--- src/hw/tmr_regs.svh ---
// register map, field positions, reset values and timing counts
// assumes a 32-bit axi4-lite slave with one aligned word per register
`ifndef TMR_REGS_SVH
`define TMR_REGS_SVH

// byte offsets of the register words
`define TMR_OFS_CNT0    8'h00
`define TMR_OFS_CTL0    8'h04
`define TMR_OFS_CNT1    8'h08
`define TMR_OFS_CTL1    8'h0c
`define TMR_OFS_STAT    8'h10
`define TMR_OFS_MASK    8'h14
`define TMR_OFS_VEC     8'h18

// control register fields
`define TMR_CTL_PRE_LSB 0
`define TMR_CTL_PRE_MSB 2
`define TMR_CTL_RUN     4

// reset values
`define TMR_RST_CTL     8'h00
`define TMR_RST_CNT     8'h00
`define TMR_RST_IRQ     2'h0

// interrupt vector addresses per timer
`define TMR_VEC0        8'h08
`define TMR_VEC1        8'h0c
`define TMR_VEC_NONE    8'h00

// fixed system clock divider ahead of the prescaler
`define TMR_SYS_DIV     4

`endif

--- src/hw/tmr_pkg.sv ---
// types shared by the dual timer and its channel module
// assumes nothing beyond a systemverilog elaborator
package tmr_pkg;
	typedef logic [7:0] reg8_t;          // one 8-bit timer register
	typedef enum logic [1:0] {
		RESP_OKAY   = 2'b00,
		RESP_SLVERR = 2'b10
	} axi_resp_t;                        // axi response codes used
endpackage

--- src/hw/timer_chan_if.sv ---
// carrier between the register block and one timer channel
// assumes one clock domain; no clocking block needed
`timescale 1ns/1ps
interface timer_chan_if;
	import tmr_pkg::*;
	reg8_t ctl;       // control register contents
	logic  wr_count;  // one-cycle write strobe to the count register
	reg8_t wr_data;   // data with that strobe
	logic  rd_hold;   // count register being read this cycle
	reg8_t count;     // live counter value
	logic  ovf;       // one-cycle overflow pulse
	modport ctrl (output ctl, wr_count, wr_data, rd_hold,
		input count, ovf);
	modport chan (input ctl, wr_count, wr_data, rd_hold,
		output count, ovf);
endinterface

--- src/hw/timer_channel.sv ---
// one 8-bit count-up timer with div-by-4 and 3-bit prescaler
// assumes synchronous strobes from the register block on i_clk
`timescale 1ns/1ps
`include "tmr_regs.svh"
module timer_channel #(
	parameter int DIV = `TMR_SYS_DIV     // fixed input divider
) (
	input wire logic   i_clk,
	input wire logic   i_arst_n,
	timer_chan_if.chan bus
);
	import tmr_pkg::*;
	localparam int DW = $clog2(DIV);
	localparam logic [DW-1:0] DIV_LAST = DW'(DIV - 1);

	logic [DW-1:0] div_cnt;   // system clock divider
	logic [7:0]    pre_cnt;   // prescaler stages
	reg8_t         preload;   // reload value
	reg8_t         count;     // live count
	logic          run;       // run control from control bit 4
	logic [2:0]    pre_sel;   // prescaler select code
	logic [7:0]    pre_mask;  // low bits that must all be one
	logic          div_tick;  // one pulse per DIV system clocks
	logic          pre_tick;  // prescaled count pulse
	logic          cnt_tick;  // pulse that really counts

	assign run      = bus.ctl[`TMR_CTL_RUN];
	assign pre_sel  = bus.ctl[`TMR_CTL_PRE_MSB:`TMR_CTL_PRE_LSB];
	// code n gives ratio 2^(n+1)
	assign pre_mask = 8'((9'h002 << pre_sel) - 9'h001);
	assign div_tick = (div_cnt == DIV_LAST);
	assign pre_tick = div_tick && run &&
		((pre_cnt & pre_mask) == pre_mask);
	// a read blocks the pulse; it is lost, not deferred
	assign cnt_tick = pre_tick && !bus.rd_hold;
	assign bus.ovf  = cnt_tick && (count == 8'hff);
	assign bus.count = count;

	// free-running divide by four of the system clock
	always_ff @(posedge i_clk or negedge i_arst_n) begin
		if (!i_arst_n) begin
			div_cnt <= '0;
		end else begin
			div_cnt <= div_tick ? '0 : div_cnt + 1'b1;
		end
	end

	// prescaler runs only while the timer is on
	always_ff @(posedge i_clk or negedge i_arst_n) begin
		if (!i_arst_n) begin
			pre_cnt <= 8'h00;
		end else if (!run) begin
			pre_cnt <= 8'h00;
		end else if (div_tick) begin
			pre_cnt <= pre_cnt + 8'h01;
		end
	end

	// preload register: every write lands here
	always_ff @(posedge i_clk or negedge i_arst_n) begin
		if (!i_arst_n) begin
			preload <= `TMR_RST_CNT;
		end else if (bus.wr_count) begin
			preload <= bus.wr_data;
		end
	end

	// counter: write when off, count, reload on overflow
	always_ff @(posedge i_clk or negedge i_arst_n) begin
		if (!i_arst_n) begin
			count <= `TMR_RST_CNT;
		end else if (bus.wr_count && !run) begin
			count <= bus.wr_data;
		end else if (bus.ovf) begin
			count <= preload;
		end else if (cnt_tick) begin
			count <= count + 8'h01;
		end
	end

	chk_count_step: assert property (@(posedge i_clk)
		disable iff (!i_arst_n)
		cnt_tick && count != 8'hff && !(bus.wr_count && !run)
		|=> count == $past(count) + 8'h01)
		else $error("count did not step by one");
	chk_reload_value: assert property (@(posedge i_clk)
		disable iff (!i_arst_n)
		bus.ovf && run |=> count == $past(preload))
		else $error("overflow did not reload preload");
	chk_tick_spacing: assert property (@(posedge i_clk)
		disable iff (!i_arst_n)
		cnt_tick |=> !cnt_tick [*7])
		else $error("count pulses closer than eight clocks");
	chk_run_write: assert property (@(posedge i_clk)
		disable iff (!i_arst_n)
		bus.wr_count && run && !cnt_tick
		|=> count == $past(count) && preload == $past(bus.wr_data))
		else $error("running write touched the counter");
	chk_off_hold: assert property (@(posedge i_clk)
		disable iff (!i_arst_n)
		!run && !bus.wr_count |=> $stable(count))
		else $error("stopped timer changed its count");
	chk_read_block: assert property (@(posedge i_clk)
		disable iff (!i_arst_n)
		bus.rd_hold && !bus.wr_count |=> $stable(count))
		else $error("count moved during a read");
endmodule // timer_channel

--- src/hw/dual_timer_top.sv ---
// two 8-bit timers behind an axi4-lite slave with interrupt logic
// assumes the bus master and the interrupt acknowledge share
// I_SYS_CLK; one write and one read at most in flight
//
// Decided for this implementation: register access over AXI4-Lite and the placing of the registers.
`timescale 1ns/1ps
`include "tmr_regs.svh"

// Behaviour
// - timer input clock is system clock over four
// - prescaler ratio picked by control bits 0-2
// - counter steps by one per prescaled pulse
// - passing FFH overflows and raises a request
// - overflow reloads preload and keeps counting
// - zero preload gives full 256-count range
// - write while off loads preload and counter
// - write while running loads preload only
// - count register read returns live counter
// - reading the count blocks its count pulse
// - control bit 4 runs or holds the timer
// - enable bit gates each overflow request
// - two independent timers, each fully separate
// - timer 0 request vectors to address 08h
module dual_timer_top
	import tmr_pkg::*;
(
	input  wire logic       I_SYS_CLK,
	input  wire logic       I_ARST_N,
	// axi4-lite write address
	input  wire logic       I_AWVALID,
	output logic            O_AWREADY,
	input  wire logic [7:0] I_AWADDR,
	// axi4-lite write data
	input  wire logic       I_WVALID,
	output logic            O_WREADY,
	input  wire logic [31:0] I_WDATA,
	input  wire logic [3:0] I_WSTRB,
	// axi4-lite write response
	output logic            O_BVALID,
	input  wire logic       I_BREADY,
	output tmr_pkg::axi_resp_t O_BRESP,
	// axi4-lite read address
	input  wire logic       I_ARVALID,
	output logic            O_ARREADY,
	input  wire logic [7:0] I_ARADDR,
	// axi4-lite read data
	output logic            O_RVALID,
	input  wire logic       I_RREADY,
	output logic [31:0]     O_RDATA,
	output tmr_pkg::axi_resp_t O_RRESP,
	// interrupt to the core
	output logic            O_IRQ,
	output tmr_pkg::reg8_t  O_IRQ_VECTOR,
	input  wire logic       I_IRQ_ACK
);
	import tmr_pkg::*;

	localparam int NT = 2; // timer count

	// write channel state
	logic       aw_have;   // address held
	logic       w_have;    // data held
	logic [7:0] waddr;     // held write address, word aligned
	logic [7:0] wdata;     // held low byte of write data
	logic       wlane;     // byte lane 0 strobe held
	logic       do_wr;     // both halves present, response free
	logic       wr_lane;   // write that really stores
	logic       wr_ok;     // write address is mapped

	// read channel state
	logic       ar_fire;   // read address taken this cycle
	logic [7:0] raddr;     // aligned read address
	logic [31:0] rd_mux;   // read data before the flop
	logic       rd_ok;     // read address is mapped

	// timer and interrupt state
	reg8_t      ctl [NT];  // control registers
	logic [1:0] status;    // sticky overflow flags
	logic [1:0] mask;      // interrupt enables
	logic [1:0] ovf;       // overflow pulses from channels
	logic [1:0] pend;      // enabled and pending
	logic [1:0] w1c;       // software clear of flags
	logic [1:0] ack_clr;   // clear by interrupt acceptance
	logic [1:0] next_status;
	reg8_t      cnt_val [NT];

	timer_chan_if chan_bus [NT] ();

	// one identical channel per timer
	for (genvar i = 0; i < NT; i++) begin : g_tmr
		localparam logic [7:0] OFS_CNT =
			(i == 0) ? `TMR_OFS_CNT0 : `TMR_OFS_CNT1;
		localparam logic [7:0] OFS_CTL =
			(i == 0) ? `TMR_OFS_CTL0 : `TMR_OFS_CTL1;

		// control register, software owned
		always_ff @(posedge I_SYS_CLK or negedge I_ARST_N) begin
			if (!I_ARST_N) begin
				ctl[i] <= `TMR_RST_CTL;
			end else if (wr_lane && waddr == OFS_CTL) begin
				ctl[i] <= wdata;
			end
		end

		assign chan_bus[i].ctl      = ctl[i];
		assign chan_bus[i].wr_count = wr_lane && waddr == OFS_CNT;
		assign chan_bus[i].wr_data  = wdata;
		// the access cycle drops this timer's count pulse
		assign chan_bus[i].rd_hold  = ar_fire &&
			raddr == OFS_CNT;
		assign cnt_val[i] = chan_bus[i].count;
		assign ovf[i]     = chan_bus[i].ovf;

		timer_channel #(
			.DIV (`TMR_SYS_DIV)
		) u_chan (
			.i_clk    (I_SYS_CLK),
			.i_arst_n (I_ARST_N),
			.bus      (chan_bus[i])
		);
	end

	// write address and data accepted independently
	assign O_AWREADY = !aw_have && !O_BVALID;
	assign O_WREADY  = !w_have && !O_BVALID;
	assign do_wr     = aw_have && w_have && !O_BVALID;
	assign wr_lane   = do_wr && wlane;

	// hold the write address until the write is done
	always_ff @(posedge I_SYS_CLK or negedge I_ARST_N) begin
		if (!I_ARST_N) begin
			aw_have <= 1'b0;
			waddr   <= 8'h00;
		end else if (I_AWVALID && O_AWREADY) begin
			aw_have <= 1'b1;
			waddr   <= {I_AWADDR[7:2], 2'b00};
		end else if (do_wr) begin
			aw_have <= 1'b0;
		end
	end

	// hold write data; only byte lane 0 carries register bits
	always_ff @(posedge I_SYS_CLK or negedge I_ARST_N) begin
		if (!I_ARST_N) begin
			w_have <= 1'b0;
			wdata  <= 8'h00;
			wlane  <= 1'b0;
		end else if (I_WVALID && O_WREADY) begin
			w_have <= 1'b1;
			wdata  <= I_WDATA[7:0];
			wlane  <= I_WSTRB[0];
		end else if (do_wr) begin
			w_have <= 1'b0;
		end
	end

	// vector register is read-only: writes to it are refused
	always_comb begin
		unique case (waddr)
			`TMR_OFS_CNT0, `TMR_OFS_CTL0,
			`TMR_OFS_CNT1, `TMR_OFS_CTL1,
			`TMR_OFS_STAT, `TMR_OFS_MASK: wr_ok = 1'b1;
			default:                      wr_ok = 1'b0;
		endcase
	end

	// write response one cycle after both halves arrive
	always_ff @(posedge I_SYS_CLK or negedge I_ARST_N) begin
		if (!I_ARST_N) begin
			O_BVALID <= 1'b0;
			O_BRESP  <= RESP_OKAY;
		end else if (do_wr) begin
			O_BVALID <= 1'b1;
			O_BRESP  <= wr_ok ? RESP_OKAY : RESP_SLVERR;
		end else if (I_BREADY) begin
			O_BVALID <= 1'b0;
		end
	end

	// read: one outstanding, answered the cycle after it is taken
	assign O_ARREADY = !O_RVALID;
	assign ar_fire   = I_ARVALID && O_ARREADY;
	assign raddr     = {I_ARADDR[7:2], 2'b00};

	// read mux; count reads show the live counter
	always_comb begin
		rd_ok  = 1'b1;
		rd_mux = 32'h0000_0000;
		unique case (raddr)
			`TMR_OFS_CNT0: rd_mux[7:0] = cnt_val[0];
			`TMR_OFS_CTL0: rd_mux[7:0] = ctl[0];
			`TMR_OFS_CNT1: rd_mux[7:0] = cnt_val[1];
			`TMR_OFS_CTL1: rd_mux[7:0] = ctl[1];
			`TMR_OFS_STAT: rd_mux[1:0] = status;
			`TMR_OFS_MASK: rd_mux[1:0] = mask;
			`TMR_OFS_VEC:  rd_mux[7:0] = O_IRQ_VECTOR;
			default:       rd_ok       = 1'b0;
		endcase
	end

	// read data flop, held until the master takes it
	always_ff @(posedge I_SYS_CLK or negedge I_ARST_N) begin
		if (!I_ARST_N) begin
			O_RVALID <= 1'b0;
			O_RDATA  <= 32'h0000_0000;
			O_RRESP  <= RESP_OKAY;
		end else if (ar_fire) begin
			O_RVALID <= 1'b1;
			O_RDATA  <= rd_mux;
			O_RRESP  <= rd_ok ? RESP_OKAY : RESP_SLVERR;
		end else if (I_RREADY) begin
			O_RVALID <= 1'b0;
		end
	end

	// interrupt enable register
	always_ff @(posedge I_SYS_CLK or negedge I_ARST_N) begin
		if (!I_ARST_N) begin
			mask <= `TMR_RST_IRQ;
		end else if (wr_lane && waddr == `TMR_OFS_STAT + 8'h04) begin
			mask <= wdata[1:0];
		end
	end

	assign pend = status & mask;
	// acceptance clears the served flag: timer 0 has priority
	assign ack_clr = I_IRQ_ACK ? (pend & (~pend + 2'b01)) : 2'b00;
	assign w1c = (wr_lane && waddr == `TMR_OFS_STAT) ?
		wdata[1:0] : 2'b00;
	// a new overflow beats a clear in the same cycle
	assign next_status = (status & ~(w1c | ack_clr)) | ovf;

	// sticky flags until software or acceptance clears them
	always_ff @(posedge I_SYS_CLK or negedge I_ARST_N) begin
		if (!I_ARST_N) begin
			status <= `TMR_RST_IRQ;
		end else begin
			status <= next_status;
		end
	end

	// vector of the highest-priority enabled request
	always_ff @(posedge I_SYS_CLK or negedge I_ARST_N) begin
		if (!I_ARST_N) begin
			O_IRQ_VECTOR <= `TMR_VEC_NONE;
		end else if (pend[0]) begin
			O_IRQ_VECTOR <= `TMR_VEC0;
		end else if (pend[1]) begin
			O_IRQ_VECTOR <= `TMR_VEC1;
		end else begin
			O_IRQ_VECTOR <= `TMR_VEC_NONE;
		end
	end

	// level request to the core
	assign O_IRQ = |pend;

	chk_flag_set: assert property (@(posedge I_SYS_CLK)
		disable iff (!I_ARST_N)
		ovf[0] |=> status[0])
		else $error("overflow did not set flag 0");
	chk_flag_sticky: assert property (@(posedge I_SYS_CLK)
		disable iff (!I_ARST_N)
		status[1] && !w1c[1] && !ack_clr[1] |=> status[1])
		else $error("flag 1 dropped without a clear");
	chk_irq_gated: assert property (@(posedge I_SYS_CLK)
		disable iff (!I_ARST_N)
		mask == 2'b00 |-> !O_IRQ)
		else $error("request passed a zero enable");
	chk_vector_zero: assert property (@(posedge I_SYS_CLK)
		disable iff (!I_ARST_N)
		status[0] && mask[0] |=> O_IRQ_VECTOR == `TMR_VEC0)
		else $error("timer 0 vector wrong");
	chk_read_live: assert property (@(posedge I_SYS_CLK)
		disable iff (!I_ARST_N)
		ar_fire && raddr == `TMR_OFS_CNT1
		|=> O_RVALID && O_RDATA[7:0] == $past(cnt_val[1]))
		else $error("count read not the live counter");
	chk_ack_clear: assert property (@(posedge I_SYS_CLK)
		disable iff (!I_ARST_N)
		I_IRQ_ACK && pend[0] && !ovf[0] |=> !status[0])
		else $error("acceptance left flag 0 set");

	cov_overflow0: cover property (@(posedge I_SYS_CLK)
		disable iff (!I_ARST_N) ovf[0] && mask[0]);
	cov_ack: cover property (@(posedge I_SYS_CLK)
		disable iff (!I_ARST_N) I_IRQ_ACK && pend[1]);
	cov_set_wins: cover property (@(posedge I_SYS_CLK)
		disable iff (!I_ARST_N) (w1c[0] && ovf[0]));
endmodule // dual_timer_top

--- config.mk ---
export PLATFORM = sky130hd
export DESIGN_NAME = dual_timer_top
export DESIGN_NICKNAME = d
export VERILOG_FILES = /design/src/hw/tmr_pkg.sv /design/src/hw/timer_chan_if.sv /design/src/hw/timer_channel.sv /design/src/hw/dual_timer_top.sv
export VERILOG_INCLUDE_DIRS = /design/src /design/src/hw
export SDC_FILE = /design/constraint.sdc
export NUM_CORES = 1
export LEC_CHECK = 0
export ABC_AREA = 1
export ABC_CLOCK_PERIOD_IN_PS = 4100
export BUFFER_PORTS_ARGS = -buffer_cell sky130_fd_sc_hd__buf_2
export CORE_MARGIN = 8
export CORE_UTILIZATION = 40
export DETAILED_ROUTE_END_ITERATION = 6
export HOLD_SLACK_MARGIN = 0.15
export MAX_ROUTING_LAYER = met4
export PLACE_DENSITY_LB_ADDON = 0.15
export SETUP_SLACK_MARGIN = 0.2
export SLEW_MARGIN = 20
export SYNTH_ARGS = -nofsm -noshare
export SYNTH_HDL_FRONTEND = slang
export SYNTH_SLANG_ARGS = --single-unit
--- constraint.sdc ---
create_clock -name I_SYS_CLK -period 4.1 [get_ports I_SYS_CLK]
set_input_delay 0.615 -clock I_SYS_CLK [delete_from_list [all_inputs] [get_ports I_SYS_CLK]]
set_output_delay 0.615 -clock I_SYS_CLK [all_outputs]
set_load 0.02 [all_outputs]
==> flow_summary.ini, run 1 <==
[clocking]
clock_sinks = 103
ctsResizeCount = 0
cts_buffers = 9
clock-root-buffer = clkbuf_16
htree_levels = 3
post-cts-setup-buffers = 0
hold_buffers = 0
insertion_delay_ps = 350
cts_tree = built
cts_max_path_buffers = 2
path_clk_slew_ps = 70

[finish]
antennaDiodeCount = 0
area.growth.synth_to_final_pct = 10.00
post-route-cell-area_sq_um = 6192
drive_gt1_frac = 0.1220
fin_nets = 824
instances_no_fill = 942

[timing]
finalCritPeriodShare = 0.5552
drv_slew = 0
slew_headroom = 0.2790
period_minus_slack_ps = 2276
setup_viol = 0
finalHoldViolCount = 0
worst_clock_skew_ps = 9.736
fin_setup_tns_ps = 0
worstMarginPinSlew_ps = 1073
rsz0062_at_grt = false
fmax_mhz = 439.3

[place]
dpl_cell_area_sq_um = 5889
numPortBuffers = 46
place.gp.congestion = 0.8996
place.detailed.hpwl_mm = 10.19
placed_cells = 926

[yosys]
synth_seq_cells = 103
yosysMostFrequentCell = nand2_1
yosys_warnings = 0
syn_area_sq_um = 5629
yosys.area.top_type_share = 0.4579
ys_types = 43
async_flop_share = 1.000
ys.flop_type = dfrtp_1
synth_cells = 712
yosys-top-cells-count = 178 x nand2_1, 103 x dfrtp_1, 85 x inv_1
synth_top_cell_by_area = dfrtp_1
synthTopCellsByArea = dfrtp_1 46%, nand2_1 12%, inv_1 5.7%, nand3_1 5.2%, buf_4 4.4%
synth-seq-area-share = 0.4579
syn_avg_cell_area_sq_um = 7.906
synth_edf_count = 0

[power]
p_clk_frac = 0.213
p_per_area_nw_per_um2 = 660.2
p_comb_frac = 0.386
worst_ir_drop_vdd_uv = 385.6
sequentialPowerShare = 0.400
p_int_mw = 2.310
p_switching_mw = 1.778
sw_frac_of_total = 0.4349
leakage_nw = 3.096

[setup_path]
crit_type = reg -> reg
required_ps = 4380
critPathLaunchType = flip-flop
end_kind = flip-flop
cp_max_fo = 15
crit_arrival_ps = 2560

[run]
drv_cap = 0

[floorplan]
num_rows = 43
die_h_um = 134.6
coreArea_sq_um = 13830
die_area_sq_um = 18130
boundaryPins = 110
die_x_um = 134.6
start_util = 0.4071

[global_routing]
overflow = 0
grt_pass1_vias = 4428
antenna_found_initial = 0
grt_usage = 0.1588
grt_first_pass_wirelength_mm = 22.40
grt_max_degree = 81

[min_path]
hold_path.class = in -> async

[drt]
first_pass_iters = 4
via_per_inst = 4.984
first_iter_violations = 318
antenna_left = 0
wl_per_cell_um = 14.60
drt-total-wl_mm = 13.75
num_vias = 4695
drc = 0

[status]
status = completed
critical path: stages, from the launching register on:
cell and delay [ps]:
dfrtp_1 340, inv_1 50, nand2_1 320, clkinv_1 340, nand2_1 150, nand3_1 140
nor2_4 340, nand2_1 260, nand2_1 120, nand3_1 70, nand2_1 90
cell type report:
type / count / area [sq um]
repair buffers: 48 / 251.5
multi-input cells: 501 / 2482
flip-flops and latches: 103 / 2577
fillers: 1392 / 7635
clock inverters: 5 / 56.30
clock buffers: 11 / 242.7
inverters: 94 / 356.6
well taps: 180 / 225.2
sequential cells by signal, summed over array words and instances, names as in the netlist:
signal	count
g_tmr.u_chan.pre_cnt	16
mask	2
chan_bus.wr_data	8
w_have	1
g_tmr.u_chan.preload	16
aw_have	1
O_BRESP	1
O_IRQ_VECTOR	2
O_RVALID	1
O_RRESP	1
wlane	1
waddr	6
g_tmr.u_chan.div_cnt	4
status	2
g_tmr.u_chan.bus.count	16
chan_bus.ctl	16
O_BVALID	1
O_RDATA	8
power by group through the flow:
stage / Combinational [mW] / Clock, mW / Sequential (mW)
2_1_floorplan: 1.27 / 0 / 1.55
3_3_place_gp: 1.54 / 0 / 1.65
3_5_place_dp: 1.57 / 0 / 1.66
4_1_cts: 1.58 / 0.899 / 1.64
5_1_grt: 1.81 / 0.939 / 1.68
6_report: 1.58 / 0.873 / 1.64
kinds of logic (layout without fill, tap and decap cells):
family	count (synthesis)	after routing	share of synthesized area
multiplexers	3	3	0.006001
AO/OA/AOI/OAI	106	106	0.1065
AND/OR/NAND/NOR	344	344	0.2776
adder cells (fa/ha/maj)	7	7	0.01556
XOR/XNOR	9	9	0.01400
other	1	32	0.0006662
buffers and inverters	139	158	0.1218
flip-flops	103	103	0.4579
stage by stage:
stage / power [mW] / setup WS [ps] / utilization / hold WS, ps
2_1_floorplan: 2.818 / 2214 / - / 319.4
3_3_place_gp: 3.192 / 1540 / 0.4259 / 412.8
3_5_place_dp: 3.226 / 1458 / 0.4259 / 420.3
4_1_cts: 4.120 / 1775 / 0.4476 / 430.7
5_1_grt: 4.426 / 1501 / 0.4478 / 374.6
6_report: 4.088 / 1824 / 0.4478 / 305.1
cell usage in the layout, fill, tap and decap left out, types with 7 or more instances in the layout:
cell type    n
inv_1       85
buf_2       45
nand2_1    178
nor2_1      55
dfrtp_1    103
a21oi_1     37
ha_1         7
conb_1      32
nor3_1      13
nand4_1     17
o2111ai_1    7
clkbuf_16    9
nand3_1     59
o21ai_0     44
routing by layer:
layer,GRT usage,vias to the layer above,routed length (um),part of all wire
met5,-,-,0,0
met4,0.06800,0,296,0.022
met2,0.2311,131,5932,0.43
li1,-,2350,-,-
met3,0.02452,19,704,0.051
met1,0.2152,2195,6818,0.50
worst paths after layout:
kind	startpoint	to	slack [ps]	depth (start not counted)
max	O_RVALID$_DFFE_PN0P_	g_tmr[0].u_chan.bus.count[7]$_DFFE_PN0P_	1820	10
min	I_ARST_N	O_BVALID$_DFFE_PN0P_	310	1
max reg2reg	O_RVALID$_DFFE_PN0P_	g_tmr[0].u_chan.bus.count[7]$_DFFE_PN0P_	1820	10
min reg2reg	g_tmr[0].u_chan.div_cnt[0]$_DFF_PN0_	g_tmr[0].u_chan.div_cnt[0]$_DFF_PN0_	430	1
max in group asynchronous	I_ARST_N	g_tmr[1].u_chan.pre_cnt[5]$_DFFE_PN0P_	3010	2
min in group I_SYS_CLK	g_tmr[0].u_chan.div_cnt[0]$_DFF_PN0_	g_tmr[0].u_chan.div_cnt[0]$_DFF_PN0_	430	1
Power figures use the tool's default switching activity.
==> run 2, diff against run 1 <==
--- a/config.mk
+++ b/config.mk
@@ -7,7 +7,7 @@
 export NUM_CORES = 1
 export LEC_CHECK = 0
 export ABC_AREA = 1
-export ABC_CLOCK_PERIOD_IN_PS = 4100
+export ABC_CLOCK_PERIOD_IN_PS = 2000
 export BUFFER_PORTS_ARGS = -buffer_cell sky130_fd_sc_hd__buf_2
 export CORE_MARGIN = 8
 export CORE_UTILIZATION = 40
==> constraint.sdc (replaced) <==
create_clock -name I_SYS_CLK -period 2 [get_ports I_SYS_CLK]
set_input_delay 0.3 -clock I_SYS_CLK [delete_from_list [all_inputs] [get_ports I_SYS_CLK]]
set_output_delay 0.3 -clock I_SYS_CLK [all_outputs]
set_load 0.02 [all_outputs]
==> flow_summary.ini, run 2 (synthesis results as in run 1) <==
[status]
status = completed

[setup_path]
crit_arrival_ps = 2150
timing.rr.end = g_tmr[1].u_chan.bus.count[2]$_DFFE_PN0P_
required_ps = 2290
regToRegStartpoint = chan_bus[1].ctl[1]$_DFFE_PN0P_
reg2reg_depth = 11
end_kind = flip-flop
crit_type = reg -> reg
worst-r2r-setup-slack_ps = 140
critPathLaunchType = flip-flop
crit_start = chan_bus[1].ctl[1]$_DFFE_PN0P_
cp_max_fo = 4

[power]
p_per_area_nw_per_um2 = 1382
worst_ir_drop_vdd_uv = 598.2
leakage_nw = 3.358

[floorplan]
die_h_um = 134.6
start_util = 0.4071
boundaryPins = 110
die_x_um = 134.6
die_area_sq_um = 18130
num_rows = 43
coreArea_sq_um = 13830

[min_path]
min_from = I_AWADDR[5]
min_to = waddr[5]$_DFFE_PN0P_
hold-path-cell-count = 2
hold_path.class = in -> reg

[finish]
layout_common_cells = 173 x nand2_1, 101 x dfrtp_1, 84 x inv_1
antennaDiodeCount = 0
ff_latch_area_sq_um = 2580
mostFrequentLayoutCell = nand2_1
final_util = 0.4857
drive_gt1_frac = 0.1930
area.growth.synth_to_final_pct = 19.29
instances_no_fill = 983
fin_nets = 865
multi_input_area_sq_um = 2586
nFillCells = 1335

[place]
placed_cells = 947
place.gp.congestion = 0.8721
numPortBuffers = 46
place.detailed.hpwl_mm = 10.82
dp_slack_ps = 78.29

[timing]
slew_headroom = 0.6042
period_minus_slack_ps = 1860
worstMarginPinSlew_ps = 592.2
fin_setup_tns_ps = 0
fmax_mhz = 537.6
rsz0062_at_grt = true
worst_clock_skew_ps = 7.326
timing.final.ws_setup_ps = 139.9
drv_slew = 0
finalHoldViolCount = 0
whs_ps = 170.6
finalCritPeriodShare = 0.9301
setup_viol = 0

[drt]
first_iter_violations = 363
wl_per_cell_um = 14.71
num_vias = 4810
drt-total-wl_mm = 14.46
drc = 0
antenna_left = 0
first_pass_iters = 5
via_per_inst = 4.893

[clocking]
path_clk_slew_ps = 70
cts_buffers = 9
insertion_delay_ps = 350
cts_max_path_buffers = 2
clock-root-buffer = clkbuf_16
htree_levels = 3
cts_tree = built
clock_sinks = 103

[global_routing]
grt_usage = 0.1672
grt_first_pass_wirelength_mm = 23.50
overflow = 0
grt_pass1_vias = 4656
antenna_found_initial = 0
grt_max_degree = 64

[run]
drv_cap = 0
## run 2: critical path, cell delays in order (launching register included)
cell and delay [ps]:
dfrtp_2 440, inv_1 100, nand3_2 100, ha_4 280, o21ai_2 40, nor2_1 90, nand3_1 130, nor2_4 190
buf_6 140, buf_12 100, o2111ai_1 100, nand3_1 90
## run 2: how the worst max path moves through the flow
stage / end / slack, ps
final: g_tmr[1].u_chan.bus.count[2]$_DFFE_PN0P_ / 140
after global routing: g_tmr[1].u_chan.bus.count[6]$_DFFE_PN0P_ / -4
after CTS: g_tmr[1].u_chan.bus.count[7]$_DFFE_PN0P_ / 200
after detailed placement: g_tmr[1].u_chan.bus.count[7]$_DFFE_PN0P_ / 80
after global placement: g_tmr[1].u_chan.bus.count[6]$_DFFE_PN0P_ / 110
after floorplan: g_tmr[1].u_chan.bus.count[7]$_DFFE_PN0P_ / 170
## run 2: where the power goes
part	switching [mW]	leakage, nW	internal, mW	total [mW]
Clock	0.790	0.158	1.16	1.95
Combinational	2.51	1.92	1.49	4.00
Sequential	0.660	1.28	2.67	3.33
Total	3.96	3.36	5.32	9.28
## run 2: area by class of cell
type / count / share of cell area
inverter: 94 / 0.05422
clock buffer: 11 / 0.03764
sequential: 103 / 0.3842
tap: 180 / 0.03354
timing repair buffer: 89 / 0.09335
multi-input combinational: 501 / 0.3851
clock inverter: 5 / 0.01192
## run 2: per-layer routing
layer	global-route usage	vias up	wire, um	share of wire
met4	0.06800	0	220	0.015
met2	0.2510	160	6528	0.45
met5	-	-	0	0
met1	0.2205	2205	6879	0.48
li1	-	2429	-	-
met3	0.02712	16	832	0.058
## run 2: stage by stage
stage | total power, mW | instance area, sq um
final | 9.283 | 6715
after global routing | 9.993 | 6715
after CTS | 9.031 | 6505
after detailed placement | 6.919 | 6072
after global placement | 6.816 | 6072
after floorplan | 5.796 | 5758
## run 2: repair_timing
| item | CTS | global route |
|---|---|---|
| pin swaps | 10 | 17 |
| hold endpoints to repair | 20 | 0 |
| hold buffers | 3 | 0 |
| resized for setup | 9 | 27 |
| setup endpoints to repair | 9 | 18 |
| buffers inserted | 3 | 14 |
